File: config.mk
export PLATFORM = sky130hd
export DESIGN_NAME = asr_readout
export DESIGN_NICKNAME = d
export VERILOG_FILES = /design/src/asr_pkg.sv /design/src/asr_readout.sv /design/src/asr_fifo.sv
export SDC_FILE = /design/constraint.sdc
export NUM_CORES = 1
export LEC_CHECK = 0
export ABC_AREA = 1
export BUFFER_PORTS_ARGS = -buffer_cell sky130_fd_sc_hd__buf_2
export CAP_MARGIN = 20
export CORE_UTILIZATION = 45
export CTS_CLUSTER_DIAMETER = 60
export DETAILED_ROUTE_END_ITERATION = 10
export PLACE_DENSITY = 0.6
export SYNTH_ARGS = -nofsm -noshare
export SYNTH_HDL_FRONTEND = slang
export SYNTH_SLANG_ARGS = --single-unit
export TNS_END_PERCENT = 100
File: constraint.sdc
create_clock -name i_core_clk -period 3.8 [get_ports i_core_clk]
set_clock_uncertainty 0.15 [all_clocks]
set_input_delay 0.38 -clock i_core_clk [delete_from_list [all_inputs] [get_ports i_core_clk]]
set_output_delay 0.38 -clock i_core_clk [all_outputs]
set_load 0.005 [all_outputs]
File: src/asr_pkg.sv
// Constants and types of the serial result readout block
package asr_pkg;
  localparam int FRAME_BITS = 16;
  localparam int CHAN_BITS = 3;
  localparam int RESULT_BITS = 13;
  localparam int DATA_BITS = 12;
  localparam int TRACK_EDGE = 14;
  localparam logic [4:0] FRAME_BITS_5 = 5'h10;
  localparam logic [4:0] TRACK_EDGE_5 = 5'h0e;
  localparam int SYNC_STAGES = 3;
  localparam int FIFO_WIDTH = 16;
  localparam int FIFO_DEPTH = 8;
  localparam logic CODE_STRAIGHT = 1'b0;
  localparam logic CODE_TWOS = 1'b1;
  typedef enum logic [1:0] {
    ASR_IDLE,
    ASR_FRAME,
    ASR_DONE
  } asr_state_t;
endpackage

File: src/asr_readout.sv
// Serial result readout and conversion timing of an 8-channel converter
`timescale 1ns/1ps
`default_nettype none
module asr_readout
  import asr_pkg::*;
(
  // Clock and reset
  input wire logic i_core_clk,
  input wire logic i_rst_n,
  // Serial pins from host
  input wire logic i_frame_sel_n,
  input wire logic i_sclk,
  input wire logic i_sdin,
  // Serial output pin, two signals: data and enable
  output logic o_sdout,
  output logic o_sdout_oe,
  // Converter core side
  input wire logic [asr_pkg::DATA_BITS-1:0] i_sample_mag,
  input wire logic i_sample_neg,
  input wire logic i_twos_comp,
  output logic o_track,
  output logic [asr_pkg::CHAN_BITS-1:0] o_channel_address,
  // Captured input word and result stream
  output logic [asr_pkg::FRAME_BITS-1:0] o_din_word,
  output logic o_result_valid,
  input wire logic i_result_ready,
  output logic [asr_pkg::FIFO_WIDTH-1:0] o_result_data
);
  // ==========================================================
  // Pin synchronisers
  logic [SYNC_STAGES-1:0] cs_sync, ck_sync, di_sync;
  logic cs_act, ck_lvl, ck_prev, rise, fall, sel;

  always_ff @(posedge i_core_clk) begin
    if (!i_rst_n) begin
      cs_sync <= 3'h7;
      ck_sync <= 3'h0;
      di_sync <= 3'h0;
      cs_act <= 1'b0;
      ck_lvl <= 1'b0;
      ck_prev <= 1'b0;
    end else begin
      cs_sync <= {cs_sync[1:0], i_frame_sel_n};
      ck_sync <= {ck_sync[1:0], i_sclk};
      di_sync <= {di_sync[1:0], i_sdin};
      // Change counts only once stages two and three agree
      if (cs_sync[1] == cs_sync[2]) begin
        cs_act <= !cs_sync[2];
      end
      if (ck_sync[1] == ck_sync[2]) begin
        ck_lvl <= ck_sync[2];
      end
      ck_prev <= ck_lvl;
    end
  end

  assign sel = cs_act;
  assign rise = sel && ck_lvl && !ck_prev;
  assign fall = sel && !ck_lvl && ck_prev;

  // ==========================================================
  // Frame sequencer
  asr_state_t state, next_state;
  logic [4:0] rise_cnt, next_rise_cnt, fall_cnt, next_fall_cnt;
  logic [FRAME_BITS-1:0] shift, next_shift, din_sh, next_din_sh;
  logic [FRAME_BITS-1:0] din_word, next_din_word;
  // Shift register empties as it sends, so the frame is kept apart
  logic [FRAME_BITS-1:0] frame_word, next_frame_word;
  logic [CHAN_BITS-1:0] chan, next_chan;
  logic track, next_track, sdout, next_sdout, push;
  logic fifo_ready;

  function automatic logic [FRAME_BITS-1:0] build_frame(
    input logic [CHAN_BITS-1:0] ch,
    input logic neg,
    input logic [DATA_BITS-1:0] mag,
    input logic twos
  );
    logic [RESULT_BITS-1:0] code;
    // Sign and magnitude folded into one signed thirteen-bit code
    code = neg ? (RESULT_BITS'(0) - {1'b0, mag}) : {1'b0, mag};
    // Straight binary offsets by flipping the sign bit
    if (twos == CODE_STRAIGHT) begin
      code[RESULT_BITS-1] = !code[RESULT_BITS-1];
    end
    build_frame = {ch, code};
  endfunction

  always_comb begin
    next_state = state;
    next_rise_cnt = rise_cnt;
    next_fall_cnt = fall_cnt;
    next_shift = shift;
    next_din_sh = din_sh;
    next_din_word = din_word;
    next_frame_word = frame_word;
    next_chan = chan;
    next_track = track;
    next_sdout = sdout;
    push = 1'b0;
    case (state)
      ASR_IDLE: begin
        if (sel) begin
          // Sample is held and the word frozen at frame start
          next_state = ASR_FRAME;
          next_track = 1'b0;
          next_shift = build_frame(chan, i_sample_neg, i_sample_mag,
                                   i_twos_comp);
          next_sdout = next_shift[FRAME_BITS-1];
          next_frame_word = next_shift;
          next_rise_cnt = 5'h00;
          next_fall_cnt = 5'h00;
        end
      end
      ASR_FRAME: begin
        if (rise) begin
          next_rise_cnt = rise_cnt + 5'h01;
          if (next_rise_cnt == TRACK_EDGE_5) begin
            next_track = 1'b1;
          end
        end
        if (fall) begin
          next_fall_cnt = fall_cnt + 5'h01;
          next_din_sh = {din_sh[FRAME_BITS-2:0], di_sync[2]};
          next_shift = {shift[FRAME_BITS-2:0], 1'b0};
          next_sdout = shift[FRAME_BITS-2];
          if (next_fall_cnt == FRAME_BITS_5) begin
            next_din_word = next_din_sh;
            // Channel address field sits in bits 14 to 12, just below the top bit
            next_chan = next_din_sh[FRAME_BITS-2 -: CHAN_BITS];
            push = 1'b1;
            next_state = ASR_DONE;
          end
        end
        if (!sel) begin
          // Short frame aborts; sample goes back to tracking
          next_state = ASR_IDLE;
          next_track = 1'b1;
        end
      end
      ASR_DONE: begin
        if (!sel) begin
          next_state = ASR_IDLE;
          next_track = 1'b1;
        end
      end
      default: begin
        next_state = ASR_IDLE;
      end
    endcase
  end

  always_ff @(posedge i_core_clk) begin
    if (!i_rst_n) begin
      state <= ASR_IDLE;
      rise_cnt <= 5'h00;
      fall_cnt <= 5'h00;
      shift <= 16'h0000;
      din_sh <= 16'h0000;
      din_word <= 16'h0000;
      frame_word <= 16'h0000;
      chan <= 3'h0;
      track <= 1'b1;
      sdout <= 1'b0;
    end else begin
      state <= next_state;
      rise_cnt <= next_rise_cnt;
      fall_cnt <= next_fall_cnt;
      shift <= next_shift;
      din_sh <= next_din_sh;
      din_word <= next_din_word;
      frame_word <= next_frame_word;
      chan <= next_chan;
      track <= next_track;
      sdout <= next_sdout;
    end
  end

  assign o_sdout = sdout;
  assign o_sdout_oe = sel;
  assign o_track = track;
  assign o_channel_address = chan;
  assign o_din_word = din_word;

  // ==========================================================
  // Result buffer; a full buffer drops the push, frame still runs
  asr_fifo #(
    .WIDTH(FIFO_WIDTH),
    .DEPTH(FIFO_DEPTH)
  ) u_fifo (
    .i_core_clk(i_core_clk),
    .i_rst_n(i_rst_n),
    .i_in_valid(push),
    .o_in_ready(fifo_ready),
    .i_in_data(frame_word),
    .o_out_valid(o_result_valid),
    .i_out_ready(i_result_ready),
    .o_out_data(o_result_data)
  );

  // ==========================================================
  // Checks
  a_output_release: assert property (@(posedge i_core_clk)
    disable iff (!i_rst_n) !cs_act |-> !o_sdout_oe)
    else $error("serial output driven outside frame");
  a_falling_shift: assert property (@(posedge i_core_clk)
    disable iff (!i_rst_n) (state == ASR_FRAME && fall && sel)
    |=> o_sdout == $past(shift[FRAME_BITS-2]))
    else $error("output bit not advanced on falling edge");
  a_stable_no_fall: assert property (@(posedge i_core_clk)
    disable iff (!i_rst_n) (state == ASR_FRAME && !fall && sel)
    |=> $stable(o_sdout))
    else $error("output bit changed without falling edge");
  a_track_edge: assert property (@(posedge i_core_clk)
    disable iff (!i_rst_n) (state == ASR_FRAME && rise && sel
    && rise_cnt == 5'h0d) |=> o_track)
    else $error("no return to track after edge fourteen");
  a_hold_early: assert property (@(posedge i_core_clk)
    disable iff (!i_rst_n) (state == ASR_FRAME && rise_cnt < 5'h0e
    && !(rise && rise_cnt == 5'h0d)) |=> !o_track || !$past(sel))
    else $error("track resumed too early");
  a_frame_start: assert property (@(posedge i_core_clk)
    disable iff (!i_rst_n) (state == ASR_IDLE && sel)
    |=> state == ASR_FRAME && !o_track)
    else $error("frame select did not start conversion");
  a_msb_first: assert property (@(posedge i_core_clk)
    disable iff (!i_rst_n) (state == ASR_IDLE && sel)
    |=> o_sdout == shift[FRAME_BITS-1])
    else $error("first bit is not the top bit");
  a_chan_load: assert property (@(posedge i_core_clk)
    disable iff (!i_rst_n) push |=> o_channel_address
    == $past(next_din_sh[FRAME_BITS-2 -: CHAN_BITS]))
    else $error("channel address not loaded");
  a_count_push: assert property (@(posedge i_core_clk)
    disable iff (!i_rst_n) push |-> fall_cnt == 5'h0f)
    else $error("result pushed at wrong bit count");
  c_full_frame: cover property (@(posedge i_core_clk)
    disable iff (!i_rst_n) push);
  c_short_frame: cover property (@(posedge i_core_clk)
    disable iff (!i_rst_n) state == ASR_FRAME && !sel);
  c_fifo_full: cover property (@(posedge i_core_clk)
    disable iff (!i_rst_n) !fifo_ready);
endmodule
`default_nettype wire

File: src/asr_fifo.sv
// Parameterised valid/ready FIFO holding finished results
`timescale 1ns/1ps
`default_nettype none
module asr_fifo #(
  parameter int WIDTH = 16,
  parameter int DEPTH = 8
) (
  // Clock and reset
  input wire logic i_core_clk,
  input wire logic i_rst_n,
  // Fill side
  input wire logic i_in_valid,
  output logic o_in_ready,
  input wire logic [WIDTH-1:0] i_in_data,
  // Drain side
  output logic o_out_valid,
  input wire logic i_out_ready,
  output logic [WIDTH-1:0] o_out_data
);
  localparam int AW = $clog2(DEPTH);
  logic [WIDTH-1:0] mem [DEPTH];
  logic [AW-1:0] wr_ptr, rd_ptr, next_wr_ptr, next_rd_ptr;
  logic [AW:0] count, next_count;
  logic push, pop;

  assign o_in_ready = (count != (AW+1)'(DEPTH));
  assign o_out_valid = (count != '0);
  assign o_out_data = mem[rd_ptr];

  always_comb begin
    push = i_in_valid && o_in_ready;
    pop = o_out_valid && i_out_ready;
    next_wr_ptr = push ? wr_ptr + 1'b1 : wr_ptr;
    next_rd_ptr = pop ? rd_ptr + 1'b1 : rd_ptr;
    next_count = count + (AW+1)'(push) - (AW+1)'(pop);
  end

  always_ff @(posedge i_core_clk) begin
    if (!i_rst_n) begin
      wr_ptr <= '0;
      rd_ptr <= '0;
      count <= '0;
    end else begin
      wr_ptr <= next_wr_ptr;
      rd_ptr <= next_rd_ptr;
      count <= next_count;
    end
  end

  always_ff @(posedge i_core_clk) begin
    if (push) begin
      mem[wr_ptr] <= i_in_data;
    end
  end
endmodule
`default_nettype wire

==> results of run 1 <==
[worst register-to-register path, stage by stage, from the launching register on]
cell and delay (ps):
dfxtp_1 410, ha_1 290, nand3_1 120, nand2_1 80, nand2_1 100, nor2_4 200, nand4_4 270, nor3_2 630
buf_4 320
[cell type report]
| type | count | area [um2] |
|---|---|---|
| fill | 1856 | 9460 |
| sequential | 229 | 5870 |
| multi-input combinational | 628 | 3150 |
| clock buffer | 26 | 629 |
| timing repair buffer | 77 | 440 |
| tap | 270 | 338 |
| inverter | 72 | 270 |
| clock inverter | 20 | 269 |
[synth_stat cells (11+ instances only)]
library cell and count:
o21ai_0 78, o32ai_1 32, dfxtp_1 101, buf_2 11, edfxtp_1 128, nand2_1 203
nand3_1 30, inv_1 67, clkbuf_1 34, ha_1 16, nor2_1 140, a21oi_1 76
[per-stage QoR]
step	total power (uW)	instances	utilization, %	instance area (um2)	hold WS, ps
after floorplan	3500	982	-	9490	233
after CTS	6440	1322	53.7	11000	9.02
after global routing	6670	1322	53.7	11000	22.2
after global placement	3810	1273	49.1	10000	244
final	6390	1322	53.7	11000	26.5
after detailed placement	3820	1273	49.1	10000	250
[kinds of logic (layout without fill, tap and decap cells)]
| kind of cell | Yosys count | count (layout) | synth area share [%] |
|---|---|---|---|
| XOR/XNOR | 10 | 10 | 0.922 |
| buffers and inverters | 125 | 195 | 5.44 |
| AO/OA/AOI/OAI | 199 | 199 | 12.1 |
| flip-flops | 229 | 229 | 61.8 |
| AND/OR/NAND/NOR | 402 | 402 | 17.5 |
| adder cells (fa/ha/maj) | 17 | 17 | 2.32 |
[flip-flops by register name (all words and copies together) (netlist names), 4 cells and up, named ones only]
| signal | flops |
|---|---|
| din_sh | 15 |
| fall_cnt | 5 |
| frame_word | 16 |
| o_din_word | 16 |
| rise_cnt | 5 |
| shift | 15 |
| u_fifo.count | 4 |
| u_fifo.mem | 128 |
[final timing paths]
check	end	cells past startpoint
min reg2reg	di_sync[2]	2
max	o_result_data[13]	6
max reg2reg	u_fifo.mem[0][10]	8
min	shift[0]	3
[what timing repair did]
action / CTS / global route
resized for setup: 0 / 0
hold buffers: 3 / 0
hold endpoints to repair: 3 / 0
[layer usage]
metal  global-route usage [%]  up-vias  share of wire [%]  wire (um)
met2                     31.6      144                 47       9910
met4                     4.23        0                1.7        354
li1                         -     3433                  -          -
met5                        0        -                  0          0
met3                     2.70       26                4.1        861
met1                     27.8     3194                 47       9750
[power groups by stage]
| stage | Sequential [uW] | Clock [uW] | Combinational (uW) |
|---|---|---|---|
| floorplan | 2740 | 0 | 761 |
| global placement | 2810 | 0 | 1000 |
| detailed placement | 2810 | 0 | 1010 |
| CTS | 2760 | 2660 | 1020 |
| global route | 2770 | 2750 | 1150 |
| finish | 2760 | 2620 | 1010 |
==> impl_results.md, run 1 <==
- Gr usage total: 19.5%
- Post-detailed-route count of antenna-violating nets: 0
- Worst endpoint required time: 3270 ps
- Relative slew slack: 33.7%
- Final hold vios: 0
- Sequential group share of total power: between 40% and 50%
- DRT iter0 DRCs: between 500 and 600
- Power Density: between 500 and 600 nW/um2
- Nets@finish: 1070
- # IOs: 59
- CTS Buf Count: 25
- Routed vias: ~7000
- Seq/Total Area, Yosys: between 60% and 70%
- H-tree depth: 1
- HPWL Detailed: 13400 um
- Row count: 52
- Leak pwr: roughly 0.0045 uW
- Wire length of the first global-routing pass: 33800 um
- Die Wd: 147 um
- Port-buffer cells: 58
- Largest net degree at the start of global routing: 65
- Setup violators final: 0
- Slew Limit Fails: 0
- Post-synth top area share: 40.5%
- Mean Syn Cell Area: 9.67 um2
- CP Cell Sequence: inv_2 > nor2_1 > o32ai_1 > nand2_1 > nand2_1 > buf_2
- Worst EP arrival: about 2400 ps
- Ys async rst share: 0%
- Global placer's final weighted congestion: 0.791
- Core area: about 20000 um2
- CP top delay family: buffers and inverters
- Hold path startpoint: i_sample_mag[0]
- Min-delay worst type: primary input to flop
- DR pass1 iterations: 5
- Synth Instances: 982
- Clk_lat worst skew: 520 ps
- Post-route setup TNS: 0 ps
- Die area: between 20000 and 25000 um2
- Worst Setup Path Type: flop to output port
- Vias per cell: around 5.1
- IR drop worst, VDD: 0.000333 V
- Area Overhead vs Synth: 15.5%
- Final worst-path cycle share: approximately 77%
- Combinational share of power: 15.8%
- Most frequent cells in the layout: 203 x nand2_1, 140 x nor2_1, 128 x edfxtp_1
- Clock transition at path regs: 60 ps
- Crit Path Max Fanout: 48
- Syn Nets: 1019
- Vias in the first global route: approximately 6400
- Synth cell types: 36
- Final worst setup slack: 864 ps
- WP buf/inv: 2
- Sw Pwr: 1710 uW
- GRT overflow: 0
- Switching share of total power: 26.8%
- Most common cell after layout, fill and taps aside: nand2_1
- Number of synthesized flops with an enable pin: 128
- Initial antenna violation count: 0
- FMAX: 341 MHz
- Clock tree from TritonCTS: done
- Max-cap viol count: 0
- Residual DRC count: 0
- Reg-to-reg critical path startpoint: fall_cnt[0]
- Area of the mapped netlist: around 9500 um2
- Clock sink total: ~230
- Startpoint class of the critical path: flop
- Unrepaired setup endpoints after global routing: false
- Status: finished clean
- Most area-consuming cells after synthesis: edfxtp_1 40%, dfxtp_1 21%, nand2_1 8.0%
- Post-layout min period: about 3000 ps
- Most used DFF post-synth: edfxtp_1
- Critical Path Max Stage Delay: 610 ps
- Layout cells sized above 1: 13.9%
- Power Internal: 4670 uW
- N_diodes: 0
- Slowest stage cell, crit path: inv_2
- Starting Density: 46.5%
- Routed len/inst: 15.8 um
- Clock Tree Root: clkbuf_16
- Worst Tran Pin Value: between 900 and 1000 ps
- Clock power share: 41.1%
- Yosys top cell by area: edfxtp_1
- Most used cell, CP: nand2_1
- Clk buf depth: 3
- Routed Wire Length: about 21000 um
- Die height: 147 um
- Yosys Warn Count: 0
- #FFs+latches synth: 229
- DP Worst Slack: 918 ps
- Crit path capture type: output port
- Setup Fix Bufs, Post-CTS: 0
- R2r setup slk: roughly 950 ps
(Power assumes the default switching activity.)
==> run 2, diff against run 1 <==
- ABC_AREA: 1 -> 0
- PLACE_DENSITY: 0.6 -> 0.62
- clock period: 3.8 -> 2.7 ns (I/O delays scaled with it)
==> run 2 against run 1 <==
Compared with the run above: sequential share of layout area increased by 1.6 points; register-to-register slack worse by 730 ps; clock-buffer cell count up 11; global-route usage decreased by 1.4 points; sequential power up 36%; via count shrank 18%; design area is 2.8% lower; critical path depth shrank 2; critical path type unchanged; critical endpoint is now o_result_data[7]; largest cell class unchanged; largest power group unchanged; highest routed layer unchanged.
==> impl_results.md, run 2 <==
- Most frequent cells in the layout: 128 x edfxtp_1, 98 x dfxtp_1, 63 x nand2_1
- Worst endpoint required time: 2280 ps
- Most used DFF post-synth: edfxtp_1
- Post-Synth Adder-Cell Area: under 10%
- Wire length of the first global-routing pass: 29300 um
- Core area: 19700 um2
- Die height: 145 um
- Post-layout min period: roughly 2500 ps
- FMAX: 395 MHz
- Slew Limit Fails: 0
- Yosys top cell by area: edfxtp_1
- Synth cell count leaders: 128 x edfxtp_1, 101 x dfxtp_1, 63 x nand2_1
- Residual DRC count: 0
- Unrepaired setup endpoints after global routing: false
- N_diodes: 0
- Setup violators final: 0
- Final core utilization: between 50% and 60%
- CTS Buf Count: 23
- Hold depth: 3
- Port-buffer cells: 58
- Final worst-path cycle share: 93.7%
- Most flop-heavy register: u_fifo.mem
- Vias in the first global route: between 5000 and 6000
- Gr usage total: 18.1%
- Reg-to-reg critical path startpoint: fall_cnt[0]
- Worst Setup Path Type: flop to output port
- DRT iter0 DRCs: 279
- Xor/xnor share of the synthesized area: 2.00%
- Starting Density: 46.4%
- Total power: 7840 uW
- Area of the mapped netlist: 9150 um2
- Synth Area in Compound Gates: approximately 6.9%
- Startpoint class of the critical path: flop
- Number of synthesized flops with an enable pin: 128
- H-tree depth: 1
- Final hold vios: 0
- IR drop worst, VDD: 0.000451 V
- Power Density: between 700 and 800 nW/um2
- Largest net degree at the start of global routing: between 40 and 50
- # IOs: 59
- Global placer's final weighted congestion: 0.816
- Clock Tree Root: clkbuf_16
- Worst Tran Pin Value: 534 ps
- Max-cap viol count: 0
- Synth cell types: 51
- Most numerous cell in the Yosys netlist: edfxtp_1
- Ys async rst share: 0%
- Routed len/inst: 17.3 um
- Yosys Warn Count: 0
- Hold Path Sink: frame_word[10]
- Clock sink total: 229
- Relative slew slack: 64.1%
- Die Wd: 145 um
- Die area: 20900 um2
- Post-synth top area share: 42.0%
- Vias per cell: roughly 5.3
- Layout cells sized above 1: 22.4%
- Crit Path Max Fanout: 32
- Min-delay worst type: primary input to flop
- Seq/Total Area, Yosys: 64.1%
- DR pass1 iterations: 4
- Mux contribution to synthesized area: 12.4%
- Most common cell after layout, fill and taps aside: edfxtp_1
- Clock transition at path regs: 60 ps
- Simple-gate portion of the synthesized area: 9.60%
- Nets@finish: 802
- Fillers: 1641
- Worst R2R Path Depth: 11
- Worst reg2reg endpoint: u_fifo.count[2]
- Leak pwr: around 0.0038 uW
- R2r setup slk: 220 ps
- Clock tree from TritonCTS: done
- #FFs+latches synth: ~230
- Most area-consuming cells after synthesis: edfxtp_1 42%, dfxtp_1 22%, mux4_2 7.9%
- Routed vias: 5598
- Syn Nets: 729
- Main combinational cell family by area after synthesis: multiplexers
- Synth Instances: roughly 700
- Area Overhead vs Synth: 16.5%
- Clk_lat worst skew: 500 ps
- Crit path capture type: output port
- Row count: 51
- Status: finished clean
- Initial antenna violation count: 0
- Mean Syn Cell Area: 13.2 um2
- Routed Wire Length: approximately 18000 um
- Clk buf depth: 3
- GRT overflow: 0
- Hold path startpoint: i_sample_mag[10]
- HPWL Detailed: 12200 um
- Worst EP arrival: 2110 ps
- Post-detailed-route count of antenna-violating nets: 0
- Max FFs per register: 128
- Setup Fix Bufs, Post-CTS: 0
[run 2: changes by cell type after synthesis, moves of 32 or more]
cell     change
mux4_2      +32
o21ai_0     -58
nand2_1    -140
nor2_1      -80
o32ai_1     -32
inv_1       -51
[run 2: worst max path at each step]
| stage | to | depth (start not counted) |
|---|---|---|
| floorplan | u_fifo.mem[4][0] | 6 |
| global placement | u_fifo.count[2] | 11 |
| detailed placement | u_fifo.mem[4][9] | 7 |
| CTS | u_fifo.count[2] | 11 |
| global route | u_fifo.count[2] | 11 |
| finish | o_result_data[7] | 4 |
[run 2: cells by family (layout without fill, tap and decap cells)]
family	after synthesis	after routing
flip-flops	229	229
AND/OR/NAND/NOR	192	192
AO/OA/AOI/OAI	104	104
multiplexers	71	71
buffers and inverters	59	149
XOR/XNOR	20	20
adder cells (fa/ha/maj)	17	17
[run 2: area by class of cell]
type,instances,area (um2),area share [%]
Sequential cell,229,5870,55.1
Multi-Input combinational cell,404,3080,28.9
Clock buffer,37,638,5.99
Timing Repair Buffer,90,626,5.87
Tap cell,265,332,3.11
Inverter,17,63.8,0.599
Clock inverter,5,50.0,0.470
[run 2: stage by stage]
step / std cells / setup TNS, ps / area (um2) / hold WS, ps / setup WS (ps)
floorplan: 692 / -14810 / 9170 / 221 / -209
global placement: 997 / 0 / 9870 / 267 / 177
detailed placement: 997 / 0 / 9870 / 273 / 69.1
CTS: 1047 / 0 / 10600 / 10.2 / 64.0
global route: 1047 / 0 / 10700 / 42.5 / 52.9
finish: 1047 / 0 / 10700 / 20.9 / 170
[run 2: critical path: stages, from the launching register on]
cell and delay [ps]:
dfxtp_2 340, buf_12 250, mux4_2 590, mux2_2 280, buf_2 120
[run 2: power breakdown]
group | switching (uW) | internal (uW)
clock network | 1220 | 1710
registers | 36.5 | 3700
logic | 548 | 621
total | 1810 | 6040
[run 2: timing repair]
action | in CTS | in global routing
setup endpoints to repair | 0 | 67
hold buffers | 8 | 0
hold endpoints to repair | 10 | 0
gates resized for setup | 0 | 6
[run 2: routing by layer]
metal  routed length [um]  global-route usage, %  up-vias
li1                     -                      -     2680
met1                 7880                   23.7     2777
met2                 9190                   31.3      109
met3                  669                   2.98       32
met4                  335                   4.65        0
met5                    0                      0        -
